## config.mk

```make
export PLATFORM = sky130hd
export DESIGN_NAME = supply_settings_control
export DESIGN_NICKNAME = d
export VERILOG_FILES = /design/src/hdl/delay_channel.v /design/src/hdl/supply_settings_control.v
export VERILOG_INCLUDE_DIRS = /design/src /design/src/hdl
export SDC_FILE = /design/constraint.sdc
export NUM_CORES = 1
export LEC_CHECK = 0
export BUFFER_PORTS_ARGS = -buffer_cell sky130_fd_sc_hd__buf_2
export CAP_MARGIN = 15
export CORE_ASPECT_RATIO = 0.5
export CORE_MARGIN = 2
export CORE_UTILIZATION = 60
export DETAILED_ROUTE_END_ITERATION = 7
export GPL_TIMING_DRIVEN = 1
export HOLD_SLACK_MARGIN = 0.1
export PLACE_DENSITY = 0.82
export SETUP_SLACK_MARGIN = 0.5
export SLEW_MARGIN = 10
export SYNTH_ARGS = -nofsm -noshare
export SYNTH_HDL_FRONTEND = slang
export SYNTH_SLANG_ARGS = --single-unit
```

## constraint.sdc

```tcl
create_clock -name I_CLK -period 3.77 [get_ports I_CLK]
set_input_delay 1.131 -clock I_CLK [delete_from_list [all_inputs] [get_ports I_CLK]]
set_output_delay 1.131 -clock I_CLK [all_outputs]
set_load 0.02 [all_outputs]
```

## src/hdl/supply_settings_map.vh

```
// constants for the supply settings control block
`ifndef SUPPLY_SETTINGS_MAP_VH
`define SUPPLY_SETTINGS_MAP_VH
// timing
`define CLK_PERIOD_NS        5
`define DELAY_TICK_MS        4
`define DELAY_TICK_CYCLES    (`DELAY_TICK_MS * 1000000 / `CLK_PERIOD_NS)
`define DELAY_MAX_MS         32000
`define DELAY_MAX_STEPS      13'h1F40
`define DELAY_RESET_MS       20
`define DELAY_RESET_STEPS    13'h0005
`define OV_CAL_MAX_S         10
`define OV_CAL_CYCLES        (`OV_CAL_MAX_S * (1000000000 / `CLK_PERIOD_NS))
// ranges
`define ADDR_MAX             5'h1E
`define ADDR_RESET           5'h05
`define SLOT_MIN             4'h1
`define SLOT_MAX             4'hA
`define CHAN_MAX             3'h4
// register offsets
`define REG_CTRL             4'h0
`define REG_ADDR             4'h1
`define REG_DELAY_SEL        4'h2
`define REG_DELAY_VAL        4'h3
`define REG_ERROR            4'h4
`define REG_STATUS           4'h5
`define REG_CAL              4'h6
`define REG_MASK_SEL         4'h7
// ctrl fields
`define CTRL_LOCAL_BIT       0
`define CTRL_CHANS_BIT       1
// status fields
`define ST_CAL_MODE_BIT      0
`define ST_CAL_BUSY_BIT      1
`define ST_ERR_BIT           2
`define ST_MASKING_LSB       4
// error codes
`define ERR_NONE             4'h0
`define ERR_RANGE            4'h1
`define ERR_HW               4'h2
`define ERR_CAL_LOCK         4'h3
`define ERR_CAL_SEQ          4'h4
// calibration opcodes
`define CAL_OP_MODE          3'h0
`define CAL_OP_VMEAS         3'h1
`define CAL_OP_IMEAS         3'h2
`define CAL_OP_OV_CAL        3'h3
`define CAL_OP_POINT         3'h4
`endif

```

## src/hdl/delay_channel.v

```verilog
// reprogramming delay counter and status gating for one output
`timescale 1ns/1ps
module delay_channel (
    input  wire        i_clk,
    input  wire        i_nrst,
    input  wire        i_tick,
    input  wire        i_restart,
    input  wire        i_set,
    input  wire [12:0] i_set_val,
    input  wire [3:0]  i_status,
    input  wire [3:0]  i_mask,
    output reg  [12:0] o_setting,
    output wire        o_masking,
    output wire [3:0]  o_gated,
    output reg  [3:0]  o_fault_set
);
`include "supply_settings_map.vh"
reg  [12:0] count;
reg  [3:0]  prev_st;
reg  [3:0]  prev_mask;
assign o_masking = (count != 13'h0000);
assign o_gated   = o_masking ? 4'h0 : i_status;
always @(posedge i_clk or negedge i_nrst) begin
    if (!i_nrst) begin
        o_setting   <= `DELAY_RESET_STEPS;
        count       <= 13'h0000;
        prev_st     <= 4'h0;
        prev_mask   <= 4'h0;
        o_fault_set <= 4'h0;
    end else begin
        if (i_set) begin
            o_setting <= i_set_val;
        end
        if (i_restart) begin
            count <= o_setting;
        end else if (i_tick && o_masking) begin
            count <= count - 13'h0001;
        end
        prev_st     <= o_gated;
        prev_mask   <= i_mask;
        o_fault_set <= i_mask & ((o_gated & ~prev_st) | (o_gated & ~prev_mask));
    end
end
endmodule // delay_channel

```

## src/hdl/supply_settings_control.v

```verilog
// settings control: delays, address, error, store/recall, calibration gating
// Operation
// - hide regulation bits during delay
// - restart delay on setpoint commands
// - delay range 0-32 s, 4 ms
// - delay resets to 20 ms
// - bus address 0 to 30
// - bus address resets to 5
// - error lights indicator and poll bit
// - read shows error, then clears it
// - local display of error only local
// - ten slots store, recall all outputs
// - slots power up zero/minimum
// - store allowed while outputs disabled
// - calibration constants to nonvolatile memory
// - one channel per calibration sequence
// - separate overvoltage calibration command
// - protect jumper rejects calibration
// - channel number one to four; one to two while the ctrl channels bit is clear
// - calibration mode gates calibration commands
// - overvoltage cal after voltage, 10 s
// - fault on rise or unmask
//
// Design decisions made here: the plain strobed port and the address map.
`timescale 1ns/1ps
`include "supply_settings_map.vh"
module supply_settings_control #(
    parameter TICK_CYCLES   = `DELAY_TICK_CYCLES,
    parameter OV_CAL_CYCLES = `OV_CAL_CYCLES
) (
    input  wire        I_CLK,
    input  wire        I_NRST,
    input  wire [3:0]  I_ADDR,
    input  wire [15:0] I_WDATA,
    input  wire        I_WR,
    input  wire        I_RD,
    output reg  [15:0] O_RDATA,
    input  wire [3:0]  I_CMD_CHAN_SEL,
    input  wire        I_VOLTAGE_SETPOINT_CMD,
    input  wire        I_CURRENT_SETPOINT_CMD,
    input  wire        I_OVERVOLTAGE_RESET_CMD,
    input  wire        I_OVERCURRENT_RESET_CMD,
    input  wire        I_OUT_CMD,
    input  wire        I_SAVE_CMD,
    input  wire        I_RECALL_CMD,
    input  wire [3:0]  I_SLOT,
    input  wire [63:0] I_SETPOINTS,
    output reg  [63:0] O_RECALL_DATA,
    output reg         O_RECALL_VALID,
    input  wire [15:0] I_STATUS,
    output wire [15:0] O_STATUS_GATED,
    output reg  [15:0] O_FAULT_SET,
    input  wire        I_HW_ERROR,
    input  wire        I_CAL_PROTECT,
    input  wire        I_CAL_DONE,
    output reg         O_CAL_MODE,
    output reg         O_CAL_BUSY,
    output reg         O_NVM_WRITE,
    output reg  [2:0]  O_CAL_OP,
    output reg  [1:0]  O_CAL_CHAN,
    output reg  [4:0]  O_BUS_ADDR,
    output wire        O_ERR_LED,
    output wire        O_POLL_ERR,
    output reg  [3:0]  O_DISPLAY_ERR
);
// ------------------------------------------------------------
// pin synchronisers
// ------------------------------------------------------------
reg [1:0] prot_sync;
reg [1:0] hw_sync;
always @(posedge I_CLK or negedge I_NRST) begin
    if (!I_NRST) begin
        prot_sync <= 2'b00;
        hw_sync   <= 2'b00;
    end else begin
        prot_sync <= {prot_sync[0], I_CAL_PROTECT};
        hw_sync   <= {hw_sync[0], I_HW_ERROR};
    end
end
wire cal_protect = prot_sync[1];
reg  hw_prev;
// ------------------------------------------------------------
// register decode
// ------------------------------------------------------------
wire wr_ctrl   = I_WR && (I_ADDR == `REG_CTRL);
wire wr_addr   = I_WR && (I_ADDR == `REG_ADDR);
wire wr_dsel   = I_WR && (I_ADDR == `REG_DELAY_SEL);
wire wr_dval   = I_WR && (I_ADDR == `REG_DELAY_VAL);
wire wr_cal    = I_WR && (I_ADDR == `REG_CAL);
wire wr_mask   = I_WR && (I_ADDR == `REG_MASK_SEL);
wire rd_err    = I_RD && (I_ADDR == `REG_ERROR);
reg         local_mode;
reg         four_chans;
reg  [1:0]  delay_sel;
reg  [15:0] mask;
reg  [3:0]  err_code;
reg  [1:0]  cal_chan_done;
reg         volt_cal_ok;
// ------------------------------------------------------------
// delay tick
// ------------------------------------------------------------
reg  [19:0] tick_cnt;
wire        tick = (tick_cnt == 20'h00000);
always @(posedge I_CLK or negedge I_NRST) begin
    if (!I_NRST) begin
        tick_cnt <= 20'h00000;
    end else if (tick) begin
        tick_cnt <= TICK_CYCLES[19:0] - 20'h00001;
    end else begin
        tick_cnt <= tick_cnt - 20'h00001;
    end
end
// ------------------------------------------------------------
// per-output delay channels
// ------------------------------------------------------------
wire        any_cmd   = I_VOLTAGE_SETPOINT_CMD | I_CURRENT_SETPOINT_CMD | I_OVERVOLTAGE_RESET_CMD |
                        I_OVERCURRENT_RESET_CMD | I_OUT_CMD;
wire        delay_ok  = (I_WDATA[12:0] <= `DELAY_MAX_STEPS) && (I_WDATA[15:13] == 3'b000);
wire [3:0]  masking;
wire [51:0] settings;
wire [15:0] fault_bits;
genvar g;
generate
    for (g = 0; g < 4; g = g + 1) begin : gen_chan
        // restart per output or on recall
        delay_channel u_delay (
            .i_clk       (I_CLK),
            .i_nrst      (I_NRST),
            .i_tick      (tick),
            .i_restart   ((any_cmd & I_CMD_CHAN_SEL[g]) | O_RECALL_VALID),
            .i_set       (wr_dval && delay_ok && (delay_sel == g)),
            .i_set_val   (I_WDATA[12:0]),
            .i_status    (I_STATUS[4*g+3:4*g]),
            .i_mask      (mask[4*g+3:4*g]),
            .o_setting   (settings[13*g+12:13*g]),
            .o_masking   (masking[g]),
            .o_gated     (O_STATUS_GATED[4*g+3:4*g]),
            .o_fault_set (fault_bits[4*g+3:4*g])
        );
    end
endgenerate
always @* O_FAULT_SET = fault_bits;
// ------------------------------------------------------------
// store/recall slots
// ------------------------------------------------------------
reg  [63:0] slots [0:9];
wire        slot_ok = (I_SLOT >= `SLOT_MIN) && (I_SLOT <= `SLOT_MAX);
wire [3:0]  slot_ix = I_SLOT - `SLOT_MIN;
integer k;
always @(posedge I_CLK or negedge I_NRST) begin
    if (!I_NRST) begin
        for (k = 0; k < 10; k = k + 1) begin
            slots[k] <= 64'h0000000000000000;
        end
        O_RECALL_DATA  <= 64'h0000000000000000;
        O_RECALL_VALID <= 1'b0;
    end else begin
        O_RECALL_VALID <= 1'b0;
        if (I_SAVE_CMD && slot_ok) begin
            slots[slot_ix] <= I_SETPOINTS;
        end
        if (I_RECALL_CMD && slot_ok) begin
            O_RECALL_DATA  <= slots[slot_ix];
            O_RECALL_VALID <= 1'b1;
        end
    end
end
// ------------------------------------------------------------
// calibration sequencer
// ------------------------------------------------------------
wire [2:0] cal_op    = I_WDATA[2:0];
wire [2:0] cal_ch    = I_WDATA[6:4];
wire [2:0] ch_limit  = four_chans ? `CHAN_MAX : 3'h2;
wire       ch_ok     = (cal_ch != 3'h0) && (cal_ch <= ch_limit);
wire       is_mode   = (cal_op == `CAL_OP_MODE);
wire       cal_accept = wr_cal && !cal_protect && !O_CAL_BUSY && (is_mode || (O_CAL_MODE && ch_ok));
wire       ov_seq_bad = (cal_op == `CAL_OP_OV_CAL) &&
                        !(volt_cal_ok && (cal_chan_done == cal_ch[1:0] - 2'h1));
reg  [31:0] busy_cnt;
always @(posedge I_CLK or negedge I_NRST) begin
    if (!I_NRST) begin
        O_CAL_MODE    <= 1'b0;
        O_CAL_BUSY    <= 1'b0;
        O_NVM_WRITE   <= 1'b0;
        O_CAL_OP      <= `CAL_OP_MODE;
        O_CAL_CHAN    <= 2'b00;
        cal_chan_done <= 2'b00;
        volt_cal_ok   <= 1'b0;
        busy_cnt      <= 32'h00000000;
    end else begin
        O_NVM_WRITE <= 1'b0;
        if (O_CAL_BUSY) begin
            // overvoltage cal up to 10 s
            busy_cnt <= busy_cnt - 32'h00000001;
            if (I_CAL_DONE || busy_cnt == 32'h00000000) begin
                O_CAL_BUSY <= 1'b0;
            end
        end else if (cal_accept && !ov_seq_bad) begin
            O_CAL_OP <= cal_op;
            if (is_mode) begin
                O_NVM_WRITE <= O_CAL_MODE && !I_WDATA[8];
                O_CAL_MODE  <= I_WDATA[8];
                volt_cal_ok <= 1'b0;
            end else begin
                O_CAL_CHAN    <= cal_ch[1:0] - 2'h1;
                cal_chan_done <= cal_ch[1:0] - 2'h1;
                // voltage cal of this channel first
                volt_cal_ok   <= (cal_op == `CAL_OP_VMEAS) ||
                                 (volt_cal_ok && (cal_chan_done == cal_ch[1:0] - 2'h1));
                if (cal_op == `CAL_OP_OV_CAL) begin
                    O_CAL_BUSY <= 1'b1;
                    busy_cnt   <= OV_CAL_CYCLES[31:0];
                end
            end
        end
    end
end
// ------------------------------------------------------------
// control, address and error registers
// ------------------------------------------------------------
wire cal_reject = wr_cal && !(cal_accept && !ov_seq_bad);
reg  [3:0] next_err;
always @* begin
    next_err = err_code;
    if (rd_err) begin
        next_err = `ERR_NONE;
    end
    if ((wr_addr && I_WDATA[4:0] > `ADDR_MAX) || (wr_addr && I_WDATA[15:5] != 11'h000) ||
        (wr_dval && !delay_ok) || ((I_SAVE_CMD || I_RECALL_CMD) && !slot_ok)) begin
        next_err = `ERR_RANGE;
    end else if (cal_reject) begin
        next_err = cal_protect ? `ERR_CAL_LOCK : `ERR_CAL_SEQ;
    end else if (hw_sync[1] && !hw_prev) begin
        next_err = `ERR_HW;
    end
end
always @(posedge I_CLK or negedge I_NRST) begin
    if (!I_NRST) begin
        local_mode    <= 1'b1;
        four_chans    <= 1'b1;
        delay_sel     <= 2'b00;
        mask          <= 16'h0000;
        O_BUS_ADDR    <= `ADDR_RESET;
        err_code      <= `ERR_NONE;
        hw_prev       <= 1'b0;
        O_DISPLAY_ERR <= `ERR_NONE;
        O_RDATA       <= 16'h0000;
    end else begin
        hw_prev  <= hw_sync[1];
        err_code <= next_err;
        if (wr_ctrl) begin
            local_mode <= I_WDATA[`CTRL_LOCAL_BIT];
            four_chans <= I_WDATA[`CTRL_CHANS_BIT];
        end
        if (wr_addr && I_WDATA[15:0] <= {11'h000, `ADDR_MAX}) begin
            O_BUS_ADDR <= I_WDATA[4:0];
        end
        if (wr_dsel) begin
            delay_sel <= I_WDATA[1:0];
        end
        if (wr_mask) begin
            mask <= I_WDATA;
        end
        if (rd_err && local_mode) begin
            O_DISPLAY_ERR <= err_code;
        end
        O_RDATA <= 16'h0000;
        if (I_RD) begin
            case (I_ADDR)
                `REG_CTRL:      O_RDATA <= {14'h0000, four_chans, local_mode};
                `REG_ADDR:      O_RDATA <= {11'h000, O_BUS_ADDR};
                `REG_DELAY_SEL: O_RDATA <= {14'h0000, delay_sel};
                `REG_DELAY_VAL: O_RDATA <= {3'h0, settings[13*delay_sel +: 13]};
                `REG_ERROR:     O_RDATA <= {12'h000, err_code};
                `REG_STATUS:    O_RDATA <= {8'h00, masking, 1'b0, (err_code != `ERR_NONE), O_CAL_BUSY, O_CAL_MODE};
                `REG_CAL:       O_RDATA <= {11'h000, O_CAL_CHAN, O_CAL_OP};
                `REG_MASK_SEL:  O_RDATA <= mask;
                default:        O_RDATA <= 16'h0000;
            endcase
        end
    end
end
assign O_ERR_LED  = (err_code != `ERR_NONE);
assign O_POLL_ERR = O_ERR_LED;
endmodule // supply_settings_control

```

# == Word level (Yosys, flattened, before mapping) ==
# Index checks and enable logic that the tools add are counted.
# word_totals
register_bits,972
input_bits,122
# op_classes
n_addsub,8
n_mul,1
order_cmp,8
n_eq_ne,14
shifts,1
muxes,41
n_bitwise,39
reduce_logical,78
# op_table
operator,count
$bwmux 640,1
$bmux 64 s4,1
$demux 64 s4,1
$mux 64,3
$mux 32,4
$pmux 16 s8,1
$mux 13,8
$reduce_bool 13->1,4
$shiftx 52x7->13,1
$sub 13x1->13 const B,4
$and 4x4->4,12
$logic_and 1x1->1,38
$logic_not 32->1,1
$mux 4,8
$not 4->4,8
$sub 32x1->32 const B,1
$logic_not 20->1,1
$mux 20,1
$sub 20x1->20 const B,1
$eq 4x3->1 const B,4
$le 16x5->1 const B,1
$mux 16,1
$or 4x4->4,4
$le 13x13->1 const B,1
other kinds (34),80

# == Longest topological paths before layout ==
# Gate-level depths: netlist of the first run.
# depth
depth_word,11
depth_mapped,15
depth_no_buf,7

# == Hierarchy ==
# Synthesis of the first run repeated with hierarchy kept, for this count alone.
# unflattened
hier_cells,3416
hier_area_um2,43715.7
# by_module_without_submodules
mod,n_inst,cells_per_inst,area_each_um2,seq_area_each_um2
supply_settings_control,1,2848,36864.1,20474.6
delay_channel,4,142,1712.9,953.4

# == Worst setup path before layout of the first run ==
# Ideal clock, no wire load.
# synth_timing
kind,in2reg
start,input port I_SLOT[0]
end,register slots[100] in the netlist's numbering
setup_ns,0.128
arrival_time_ns,4.251
required_ns,3.642
slack_ns,-0.609
path_stages,14
n_path_buf,7
cell_sequence,buf_2 -> buf_4 -> buf_2 -> buf_2 -> buf_2 -> inv_1 -> ha_1 -> or4_1 -> nor2_2 -> a21oi_1 -> and3b_1 -> buf_2 -> buf_2 -> mux2_1
# synth_between
elab_chain_cells,7
# synth_rtl
item,line,text
"start, declared",supply_settings_control.v:46,"input wire [3:0] I_SLOT,"
$sub 4x1->4 (no source line),--,
$not 4->5 (not written as such),supply_settings_control.v:160,slots[slot_ix] <= I_SETPOINTS;
$ge 5x5->1 (not written as such) or $lt 5x1->1 (tied branches),supply_settings_control.v:160,
$logic_and 1x1->1 (not written as such),supply_settings_control.v:160,
$mux 64 (not written as such),supply_settings_control.v:160,
$demux 64 s4,supply_settings_control.v:160,
$bwmux 640,supply_settings_control.v:160,
"end signal, assigned by index",supply_settings_control.v:153,slots[k] <= 64'h0000000000000000;
"end signal, assigned by index",supply_settings_control.v:160,
"end, declared",supply_settings_control.v:146,reg [63:0] slots [0:9];
# Several ways; a longest one is shown, not always the timed one.
# A chain may end at the register's enable or synchronous reset.

# == Final worst setup path of the first run ==
# layout_timing
start,register gen_chan[0].u_delay.count[2]
end,output port O_STATUS_GATED[3]
# layout_between
elab_chain_cells,2
# layout_rtl
item,line,text
"start, declared",delay_channel.v:18,reg [12:0] count;
"start signal, assigned",delay_channel.v:35,count <= o_setting;
"start signal, assigned",delay_channel.v:37,count <= count - 13'h0001;
$reduce_bool 13->1,delay_channel.v:21,assign o_masking = (count != 13'h0000);
$mux 4,delay_channel.v:22,assign o_gated = o_masking ? 4'h0 : i_status;
"end, declared",supply_settings_control.v:51,"output wire [15:0] O_STATUS_GATED,"
# Every way passes these cells.

==> results of run 1 <==
-- Yosys cell counts (14+ instances only) --
master	n
a2111oi_0	27
a211oi_1	71
a21oi_1	39
a221oi_1	66
a2bb2oi_1	34
a31oi_1	14
and2_1	19
and3_1	54
buf_1	76
buf_2	81
clkbuf_1	160
dfrtp_1	958
ha_1	22
inv_1	31
mux2_1	647
mux2_2	288
mux2i_1	149
mux4_2	14
nand2_1	146
nand2b_1	18
nand3_1	39
nand3b_1	43
nor2_1	132
nor3_1	31
nor4_1	52
o2111a_1	34
o211a_1	34
o21ai_0	17
o21ai_1	46
o32ai_1	30
or2_2	36
or3_1	19
or4_1	14
xnor2_1	44
-- routing by layer --
metal  wire length, um  global-route usage  vias up
li1                  -                   -    13760
met1             49260              0.4031    16590
met2             60430              0.5146     1136
met3              7433             0.04792      253
met4              3521              0.1080        0
met5                 0                   0        -
-- path summary, 6_finish.rpt --
check,startpoint,to,slack (ps),depth (start not counted)
max reg2reg,tick_cnt[10],gen_chan[0].u_delay.count[5],920,5
min reg2reg,prot_sync[0],prot_sync[1],350,0
min,prot_sync[0],prot_sync[1],350,0
max in group asynchronous,I_NRST,O_RECALL_DATA[35],2140,3
min in group asynchronous,I_NRST,gen_chan[3].u_delay.o_setting[12],440,1
max,gen_chan[0].u_delay.count[2],O_STATUS_GATED[3],320,5
-- critical path, stage by stage (launching register included) --
cell and delay [ps]:
dfrtp_1 390, or4_4 560, nor4_4 180, buf_4 210, and2_4 160, buf_6 120
-- kinds of logic (layout without fill, tap and decap cells) --
kind of cell / count (synthesis) / after routing / synth area share
mux: 1108 / 1108 / 0.2702
flops: 970 / 970 / 0.5256
simple gates: 664 / 665 / 0.07727
compound gates: 472 / 472 / 0.08025
buf+inv: 352 / 597 / 0.03119
xor+xnor: 50 / 50 / 0.009476
fa+ha+maj: 22 / 22 / 0.005956
other cells: 1 / 5 / 0.00008115
-- area by class of cell --
cell class / instances / area [sq um] / share of cell area
timing repair buffer: 418 / 3223 / 0.06122
sequential: 970 / 24290 / 0.4613
inverter: 31 / 121.4 / 0.002305
clock buffer: 110 / 2278 / 0.04327
multi-input combinational: 2318 / 20990 / 0.3987
clock inverter: 38 / 460.4 / 0.008745
tap: 1022 / 1279 / 0.02429
antenna: 4 / 10.01 / 0.0001901
-- per-stage QoR --
stage,std cells,hold WS (ps)
global placement,4716,333.8
detailed placement,4716,341.8
finish,4911,350.9
global route,4911,360.0
CTS,4894,356.4
floorplan,3639,331.2
-- flip-flops by register name, indices dropped and copies added, names as in the netlist, 5 cells and up --
name / count
slots: 640
gen_chan.u_delay.o_setting: 52
O_RECALL_DATA: 64
mask: 16
O_RDATA: 16
tick_cnt: 20
gen_chan.u_delay.prev_mask: 16
gen_chan.u_delay.prev_st: 16
busy_cnt: 32
gen_chan.u_delay.count: 52
O_BUS_ADDR: 5
gen_chan.u_delay.o_fault_set: 16
-- power breakdown --
part | internal (mW) | total [mW] | switching [mW]
combinational | 2.61 | 5.12 | 2.51
sequential | 12.4 | 13.6 | 1.19
clock | 4.79 | 8.84 | 4.05
-- timing repair --
action	4_1_cts	5_1_grt
setup buffers	29	13
gates cloned	1	0
setup endpoints to repair	16	16
resized for setup	59	9
hold buffers	0	0
pin swaps	21	5
==> results.ini, run 1 <==
[final_layout]
final_cell_mix=958 x dfrtp_1, 603 x mux2_1, 288 x mux2_2
fin_util=0.6956
final_area_sq_um=52650
drive_above_1_share=0.2628
syn2layout_area_growth_pct=13.93
final_common_cell=dfrtp_1
fin_nets=3966
n_fill_cell=5085

[run]
drv_cap=0

[sta]
finClkSkew_ps=28.72
hold_viol=0
relSlewSlack=0.2700
finalSetupTns_ps=0
finalWorstSetupSlack_ps=321.2
post-route-period-util=0.9148
finalSetupViolCount=0
final_max_slew_viol_count=0
fmaxAchievable_mhz=290.0
min_period_ps=3449
rsz0062_at_grt=true
worst_pin_slew_ps=1095

[drt]
drtIter0Drc=2847
first_pass_iters=5
drc_errors=0
ant_nets=0
vias_per_cell=6.464
routed_wire_length_per_instance_um=24.57
vias=31740
wl_mm=120.6

[grt]
grt_use_total=0.3053
grt_pass1_wl_mm=191.9
grt_max_degree=143
grt_pass1_vias=33730
antenna_found_initial=5
gr-total-overflow=0

[logic_synthesis]
syn_area_sq_um=46210
async_reset_ff_frac=1.000
yosysWarnings=0
dominantRegCellSynth=dfrtp_1
ys_types=80
synth_top_cell_by_area=dfrtp_1
syn_nets=3783
synthTopCellsByArea=dfrtp_1 52%, mux2_1 16%, mux2_2 7.0%, mux2i_1 3.2%, clkbuf_1 1.3%
syn_inst=3639
synth_edf_count=0
synth_top_cell_area_share=0.5188
ys_ff_latch=970
yosysSeqAreaShare=0.5256
avgSynthCellArea_sq_um=12.70

[placement]
hpwl_mm=73.60
gp_congestion=0.8690
place_area_sq_um=49360
dp_slack_ps=176.0
port_buffers=252

[clock_network]
clk_latency_ps=700
cts-root-buf=clkbuf_16
cts_made_buffers=83
cts_max_level=3
cts_tree=done
clk_pin_slew_ps=70
cts_sinks=970
max-clock-path-buffers=3

[critical_path]
endpoint_kind=output pin
worst_ep_arrival_time_ps=2320
start_kind=register
crit_required_ps=2640
path_class=register to output pin
path_max_fanout=5

[hold_path]
hp-class=register to register

[floorplanning]
fp.dieArea_sq_um=79390
die_w_um=396.5
core_sq_um=75690
core.rowCount=71
ios=254
die_h_um=200.2
start_util=0.6106

[run_status]
outcome=completed

[power]
irDropWorstVdd_mv=0.3428
leakage_nw=24.60
power_mw=27.52
p_per_area_nw_per_um2=522.7

Note: power is estimated with default switching activity, not from simulation.
==> run 2, diff against run 1 <==
==> constraint.sdc (replaced) <==
create_clock -name I_CLK -period 4.1 [get_ports I_CLK]
set_input_delay 1.23 -clock I_CLK [delete_from_list [all_inputs] [get_ports I_CLK]]
set_output_delay 1.23 -clock I_CLK [all_outputs]
set_load 0.005 [all_outputs]
==> run 2 against run 1 <==
Net effect: die area unchanged; worst setup slack improved by 260 ps; first-iteration DRC count is 11% lower; critical endpoint is now O_STATUS_GATED[1]; largest cell class unchanged; largest power group unchanged.
==> results.ini, run 2 (synthesized netlist as in run 1, its figures left out) <==
[grt]
grt_pass1_vias=33590  ; -0.43%
grt_use_total=0.2994  ; -0.005905
busiest_layer=met2
met2_usage=0.4939  ; -0.02076
use_met1=0.3944  ; -0.008661
met3_usage=0.05158  ; +0.003661
grt_max_degree=164  ; +15%
antenna_found_initial=12  ; +7
grt_pass1_wl_mm=188.9  ; -1.6%
gr-total-overflow=0  ; unchanged

[critical_path]
reg2regPathDepth=6  ; +1
crit_slowest_cell=or4_4
reg2reg_slack_ps=1010  ; +90 ps
path_class=register to output pin
path_max_fanout=5  ; unchanged
endpoint_kind=output pin
r2r-start=tick_cnt[10]
timing.rr.end=gen_chan[0].u_delay.count[5]
worst_ep_arrival_time_ps=2280  ; -40 ps
path_cells=or4_4 > nor4_4 > buf_4 > and2_4 > buf_2
max_stage_delay_ps=580  ; +20 ps
start_kind=register
crit_family=simple AND/OR/NAND/NOR gates
crit_buf_inv=2  ; unchanged
crit_required_ps=2870  ; +230 ps

[sta]
finalSetupTns_ps=0  ; unchanged
relSlewSlack=0.2280  ; -0.04203
finClkSkew_ps=29.56  ; +0.8400 ps
finalSetupViolCount=0  ; unchanged
min_period_ps=3515
worst_pin_slew_ps=1158  ; +63.04 ps
hold_viol=0  ; unchanged
fmaxAchievable_mhz=284.5
final_max_slew_viol_count=0  ; unchanged
rsz0062_at_grt=true
post-route-period-util=0.8573

[hold_path]
hold_start=hw_sync[0]
hp-class=register to register
hold_path_end=hw_sync[1]
hold_depth=0  ; unchanged

[final_layout]
final_cell_mix=958 x dfrtp_1, 603 x mux2_1, 288 x mux2_2
regMostFlops=slots
largest_reg_flops=640  ; unchanged
top_regs=slots x640, O_RECALL_DATA x64
fin_nets=3910  ; -1.4%
multi_input_area_sq_um=20940  ; -0.26%
n_fill_cell=5232  ; +2.9%
instances_no_fill=4863  ; -0.98%
final_common_cell=dfrtp_1
drive_above_1_share=0.2470  ; -0.01581
area.sequential_sq_um=24290  ; unchanged
syn2layout_area_growth_pct=12.35

[drt]
routed_wire_length_per_instance_um=24.28  ; -1.2%
drtIter0Drc=2534  ; -11%
drc_errors=0  ; unchanged
vias=31420  ; -1.0%
vias_per_cell=6.461  ; about the same
wl_mm=118.1  ; -2.1%
ant_nets=0  ; unchanged
first_pass_iters=6  ; +1

[floorplanning]
fp.dieArea_sq_um=79390  ; unchanged
ios=254  ; unchanged
start_util=0.6106  ; unchanged
core_sq_um=75690  ; unchanged
core.rowCount=71  ; unchanged
die_h_um=200.2  ; unchanged
die_w_um=396.5  ; unchanged

[placement]
dp_cells=4693  ; -0.49%
hpwl_mm=71.10  ; -3.4%
port_buffers=252  ; unchanged
gp_congestion=0.9072  ; +4.4%

[clock_network]
max-clock-path-buffers=3  ; unchanged
cts_max_level=3  ; unchanged
cts_tree=done
clk_pin_slew_ps=70  ; about the same
clk_latency_ps=680  ; -20 ps
cts-root-buf=clkbuf_16
cts_sinks=970  ; unchanged
cts_made_buffers=84  ; +1.2%

[power]
irDropWorstVdd_mv=0.3281  ; -4.3%
p_per_area_nw_per_um2=480.7  ; -8.0%
leakage_nw=24.19  ; -1.7%
power_mw=24.96  ; -9.3%

[run_status]
outcome=completed

[run]
drv_cap=0  ; unchanged

## run 2: cell count changes in the layout (fill, tap and decap cells not counted), moves of 5 or more
cell / delta
and2_1: +11
buf_4: -43
buf_12: -17
buf_2: +16
diode_2: +7
buf_6: -12
clkbuf_8: +5
and2_4: -12
clkinv_2: -5
## run 2: routing by layer
metal / vias to the layer above / wire length, um / part of all wire
met5: - / 15 / 0.00013
met4: 2 / 4027 / 0.034
met3: 273 / 7132 / 0.060
met2: 1107 / 57850 / 0.49
met1: 16380 / 49030 / 0.42
li1: 13660 / - / -
## run 2: power breakdown
part           switching [mW]  internal [mW]  leakage, nW  total [mW]
logic                    2.03           2.28         10.5        4.31
clock network            3.69           4.47         1.35        8.16
registers                1.11           11.4         12.4        12.5
total                    6.83           18.1         24.2        25.0
## run 2: worst max path at each step
stage                                 startpoint                 to  slack, ps  cells after the start
finish              gen_chan[0].u_delay.count[3]  O_STATUS_GATED[1]        590                      5
global route        gen_chan[2].u_delay.count[6]  O_STATUS_GATED[9]        480                      6
CTS                 gen_chan[2].u_delay.count[5]  O_STATUS_GATED[9]        510                      6
detailed placement                     I_SLOT[1]  O_RECALL_DATA[15]        280                     10
global placement                       I_SLOT[1]  O_RECALL_DATA[15]        320                     10
floorplan                              I_SLOT[0]          slots[23]        390                     14
## run 2: timing repair
action / 4_1_cts / 5_1_grt
hold buffers: 0 / 0
endpoints found under the setup margin: 16 / 11
resized for setup: 13 / 11
setup buffers: 1 / 8
pin swaps: 2 / 2
## run 2: cell type report
class                      instances  area share
antenna                           11   0.0005302
clock buffer                     121     0.04687
clock inverter                    29    0.006314
inverter                          31    0.002338
multi-input combinational       2317      0.4032
sequential                       970      0.4678
tap                             1022     0.02463
timing repair buffer             362     0.04825
## run 2: metrics by stage
stage	area (sq um)	setup slack [ps]	hold WS, ps	util
after floorplan	46650	386.2	331.2	-
final	51920	585.0	359.4	0.6859
after detailed placement	48970	278.0	341.9	0.6470
after global routing	51920	476.9	372.2	0.6859
after global placement	48970	322.1	332.7	0.6470
after CTS	51790	505.1	362.7	0.6842
## run 2: worst reg2reg max path, delay by kind of cell (launching register included)
family / cells / cell delay, ps
and+or+nand+nor: 4 / 2140
DFF: 1 / 430
buffers and inverters: 1 / 260
AOI/OAI and AO/OA: 1 / 190
==> run 3, diff against run 2 <==
--- a/config.mk
+++ b/config.mk
@@ -7,7 +7,7 @@
 export NUM_CORES = 1
 export LEC_CHECK = 0
 export BUFFER_PORTS_ARGS = -buffer_cell sky130_fd_sc_hd__buf_2
-export CAP_MARGIN = 15
+export CAP_MARGIN = 10
 export CORE_ASPECT_RATIO = 0.5
 export CORE_MARGIN = 2
 export CORE_UTILIZATION = 60
@@ -15,6 +15,7 @@
 export GPL_TIMING_DRIVEN = 1
 export HOLD_SLACK_MARGIN = 0.1
 export PLACE_DENSITY = 0.82
+export RECOVER_POWER = 25
 export SETUP_SLACK_MARGIN = 0.5
 export SLEW_MARGIN = 10
 export SYNTH_ARGS = -nofsm -noshare
==> run 3 against run 2 <==
Net effect: the flow now finishes with violations (capacitance limit, slew limit); first-iteration DRC count grew 2.4%; clock power is essentially flat; core utilization shrank 0.088 points; worst setup slack lost 150 ps; clock-buffer cell count is the same; global-route usage is the same; via count shrank 0.19%; register-to-register slack lost 20 ps; critical path depth is the same; die area is the same; largest power group unchanged.
==> results.ini, run 3 (synthesized netlist as in run 1, its figures left out) <==
[hold_path]
hold_path_end=hw_sync[1]
hold_start=hw_sync[0]
hold_depth=0  ; unchanged
hp-class=register to register

[sta]
post-route-period-util=0.8935  ; +0.03621
hold_viol=0  ; unchanged
min_period_ps=3663  ; +148.4 ps
finalSetupTns_ps=0  ; unchanged
relSlewSlack=-0.5097  ; -0.7377
final_max_slew_viol_count=60  ; +60
finalSetupViolCount=0  ; unchanged
fmaxAchievable_mhz=273.0  ; -4.1%
worst_pin_slew_ps=2265  ; +1107 ps
rsz0062_at_grt=true
finClkSkew_ps=30.88  ; +1.322 ps

[floorplanning]
core.rowCount=71  ; unchanged
start_util=0.6106  ; unchanged
core_sq_um=75690  ; unchanged
ios=254  ; unchanged
die_w_um=396.5  ; unchanged
die_h_um=200.2  ; unchanged
fp.dieArea_sq_um=79390  ; unchanged

[power]
p_per_area_nw_per_um2=481.1  ; about the same
irDropWorstVdd_mv=0.3294  ; +0.40%
leakage_nw=24.16  ; -0.12%

[critical_path]
endpoint_kind=output pin
worst_ep_arrival_time_ps=2430  ; +150 ps
crit_buf_inv=2  ; unchanged
path_class=register to output pin
start_kind=register
r2r-start=tick_cnt[10]
path_cells=nor4_2 > buf_4 > and4_1 > and2_0 > buf_2
crit_required_ps=2870  ; about the same
timing.rr.end=gen_chan[0].u_delay.count[5]
max_stage_delay_ps=510  ; -70 ps
crit_family=simple AND/OR/NAND/NOR gates
path_max_fanout=7  ; +2
crit_slowest_cell=and4_1
reg2reg_slack_ps=990  ; -20 ps
reg2regPathDepth=6  ; unchanged

[placement]
port_buffers=252  ; unchanged
hpwl_mm=71.10  ; unchanged
gp_congestion=0.9072  ; unchanged
dp_cells=4693  ; unchanged

[drt]
wl_mm=118.0  ; about the same
first_pass_iters=5  ; -1
vias_per_cell=6.448  ; -0.19%
drc_errors=0  ; unchanged
drtIter0Drc=2594  ; +2.4%
routed_wire_length_per_instance_um=24.26  ; about the same
vias=31360  ; -0.19%
ant_nets=0  ; unchanged

[clock_network]
cts_max_level=3  ; unchanged
clk_latency_ps=680  ; about the same
cts_sinks=970  ; unchanged
cts_made_buffers=84  ; unchanged
clk_pin_slew_ps=70  ; about the same
max-clock-path-buffers=3  ; unchanged
ctsHoldBuffers=0  ; unchanged
cts_tree=done
cts-root-buf=clkbuf_16

[final_layout]
final_common_cell=dfrtp_1
top_regs=slots x640, O_RECALL_DATA x64
regMostFlops=slots
fin_nets=3910  ; unchanged
syn2layout_area_growth_pct=12.20
final_cell_mix=958 x dfrtp_1, 603 x mux2_1, 288 x mux2_2
drive_above_1_share=0.2465  ; -0.0005222
instances_no_fill=4863  ; unchanged
largest_reg_flops=640  ; unchanged

[grt]
busiest_layer=met2
grt_pass1_wl_mm=188.9  ; unchanged
grt_use_total=0.2994  ; unchanged
grt_pass1_vias=33590  ; unchanged
met2_usage=0.4939  ; unchanged
grt_max_degree=164  ; unchanged
met3_usage=0.05158  ; unchanged
gr-total-overflow=0  ; unchanged
antenna_found_initial=12  ; unchanged
use_met1=0.3944  ; unchanged

[run]
drv_cap=1  ; +1

[run_status]
outcome=finished, violations left
violations=capacitance limit, slew limit

run 3: worst max-delay path by stage:
stage,cells past startpoint,to,from,slack (ps)
final,5,O_STATUS_GATED[15],gen_chan[3].u_delay.count[5],440
after global routing,2,gen_chan[3].u_delay.o_setting[5],I_NRST,300
after CTS,6,O_STATUS_GATED[9],gen_chan[2].u_delay.count[5],510
after detailed placement,10,O_RECALL_DATA[15],I_SLOT[1],280
after global placement,10,O_RECALL_DATA[15],I_SLOT[1],320
after floorplan,14,slots[23],I_SLOT[0],390
run 3: what timing repair did:
| item | CTS | global route |
|---|---|---|
| setup endpoints to repair | 16 | 11 |
| hold endpoints to repair | 0 | 0 |
| pin swaps | 2 | 2 |
| cloned | 0 | 0 |
| buffers inserted | 1 | 8 |
| resized for setup | 13 | 11 |
run 3: stage by stage:
stage               total power, mW  hold slack [ps]  area (sq um)  worst slack (ps)  utilization
floorplan                     15.23            331.2         46650             386.2            -
global placement              16.46            332.7         48970             322.1       0.6470
detailed placement            16.82            341.9         48970             278.0       0.6470
CTS                           25.01            362.7         51790             505.1       0.6842
global route                  26.04            372.2         51850             304.8       0.6851
finish                        24.95            359.5         51850             436.6       0.6851
run 3: cell type report:
| cell class | count | area [sq um] |
|---|---|---|
| Antenna cell | 11 | 27.53 |
| Clock buffer | 121 | 2434 |
| Clock inverter | 29 | 327.8 |
| Fill cell | 5240 | 23840 |
| Inverter | 31 | 121.4 |
| Multi-Input combinational cell | 2317 | 20930 |
| Sequential cell | 970 | 24290 |
| Tap cell | 1022 | 1279 |
| Timing Repair Buffer | 362 | 2441 |
run 3: power breakdown:
group	internal (mW)	total, mW	switching, mW
Clock	4.47	8.16	3.69
Combinational	2.27	4.31	2.03
Sequential	11.4	12.5	1.11
Total	18.1	24.9	6.83
run 3: metal layers:
| layer | routed length [um] | up-vias |
|---|---|---|
| li1 | - | 13680 |
| met1 | 49080 | 16340 |
| met2 | 57890 | 1070 |
| met3 | 7045 | 268 |
| met4 | 3969 | 2 |
| met5 | 15 | - |
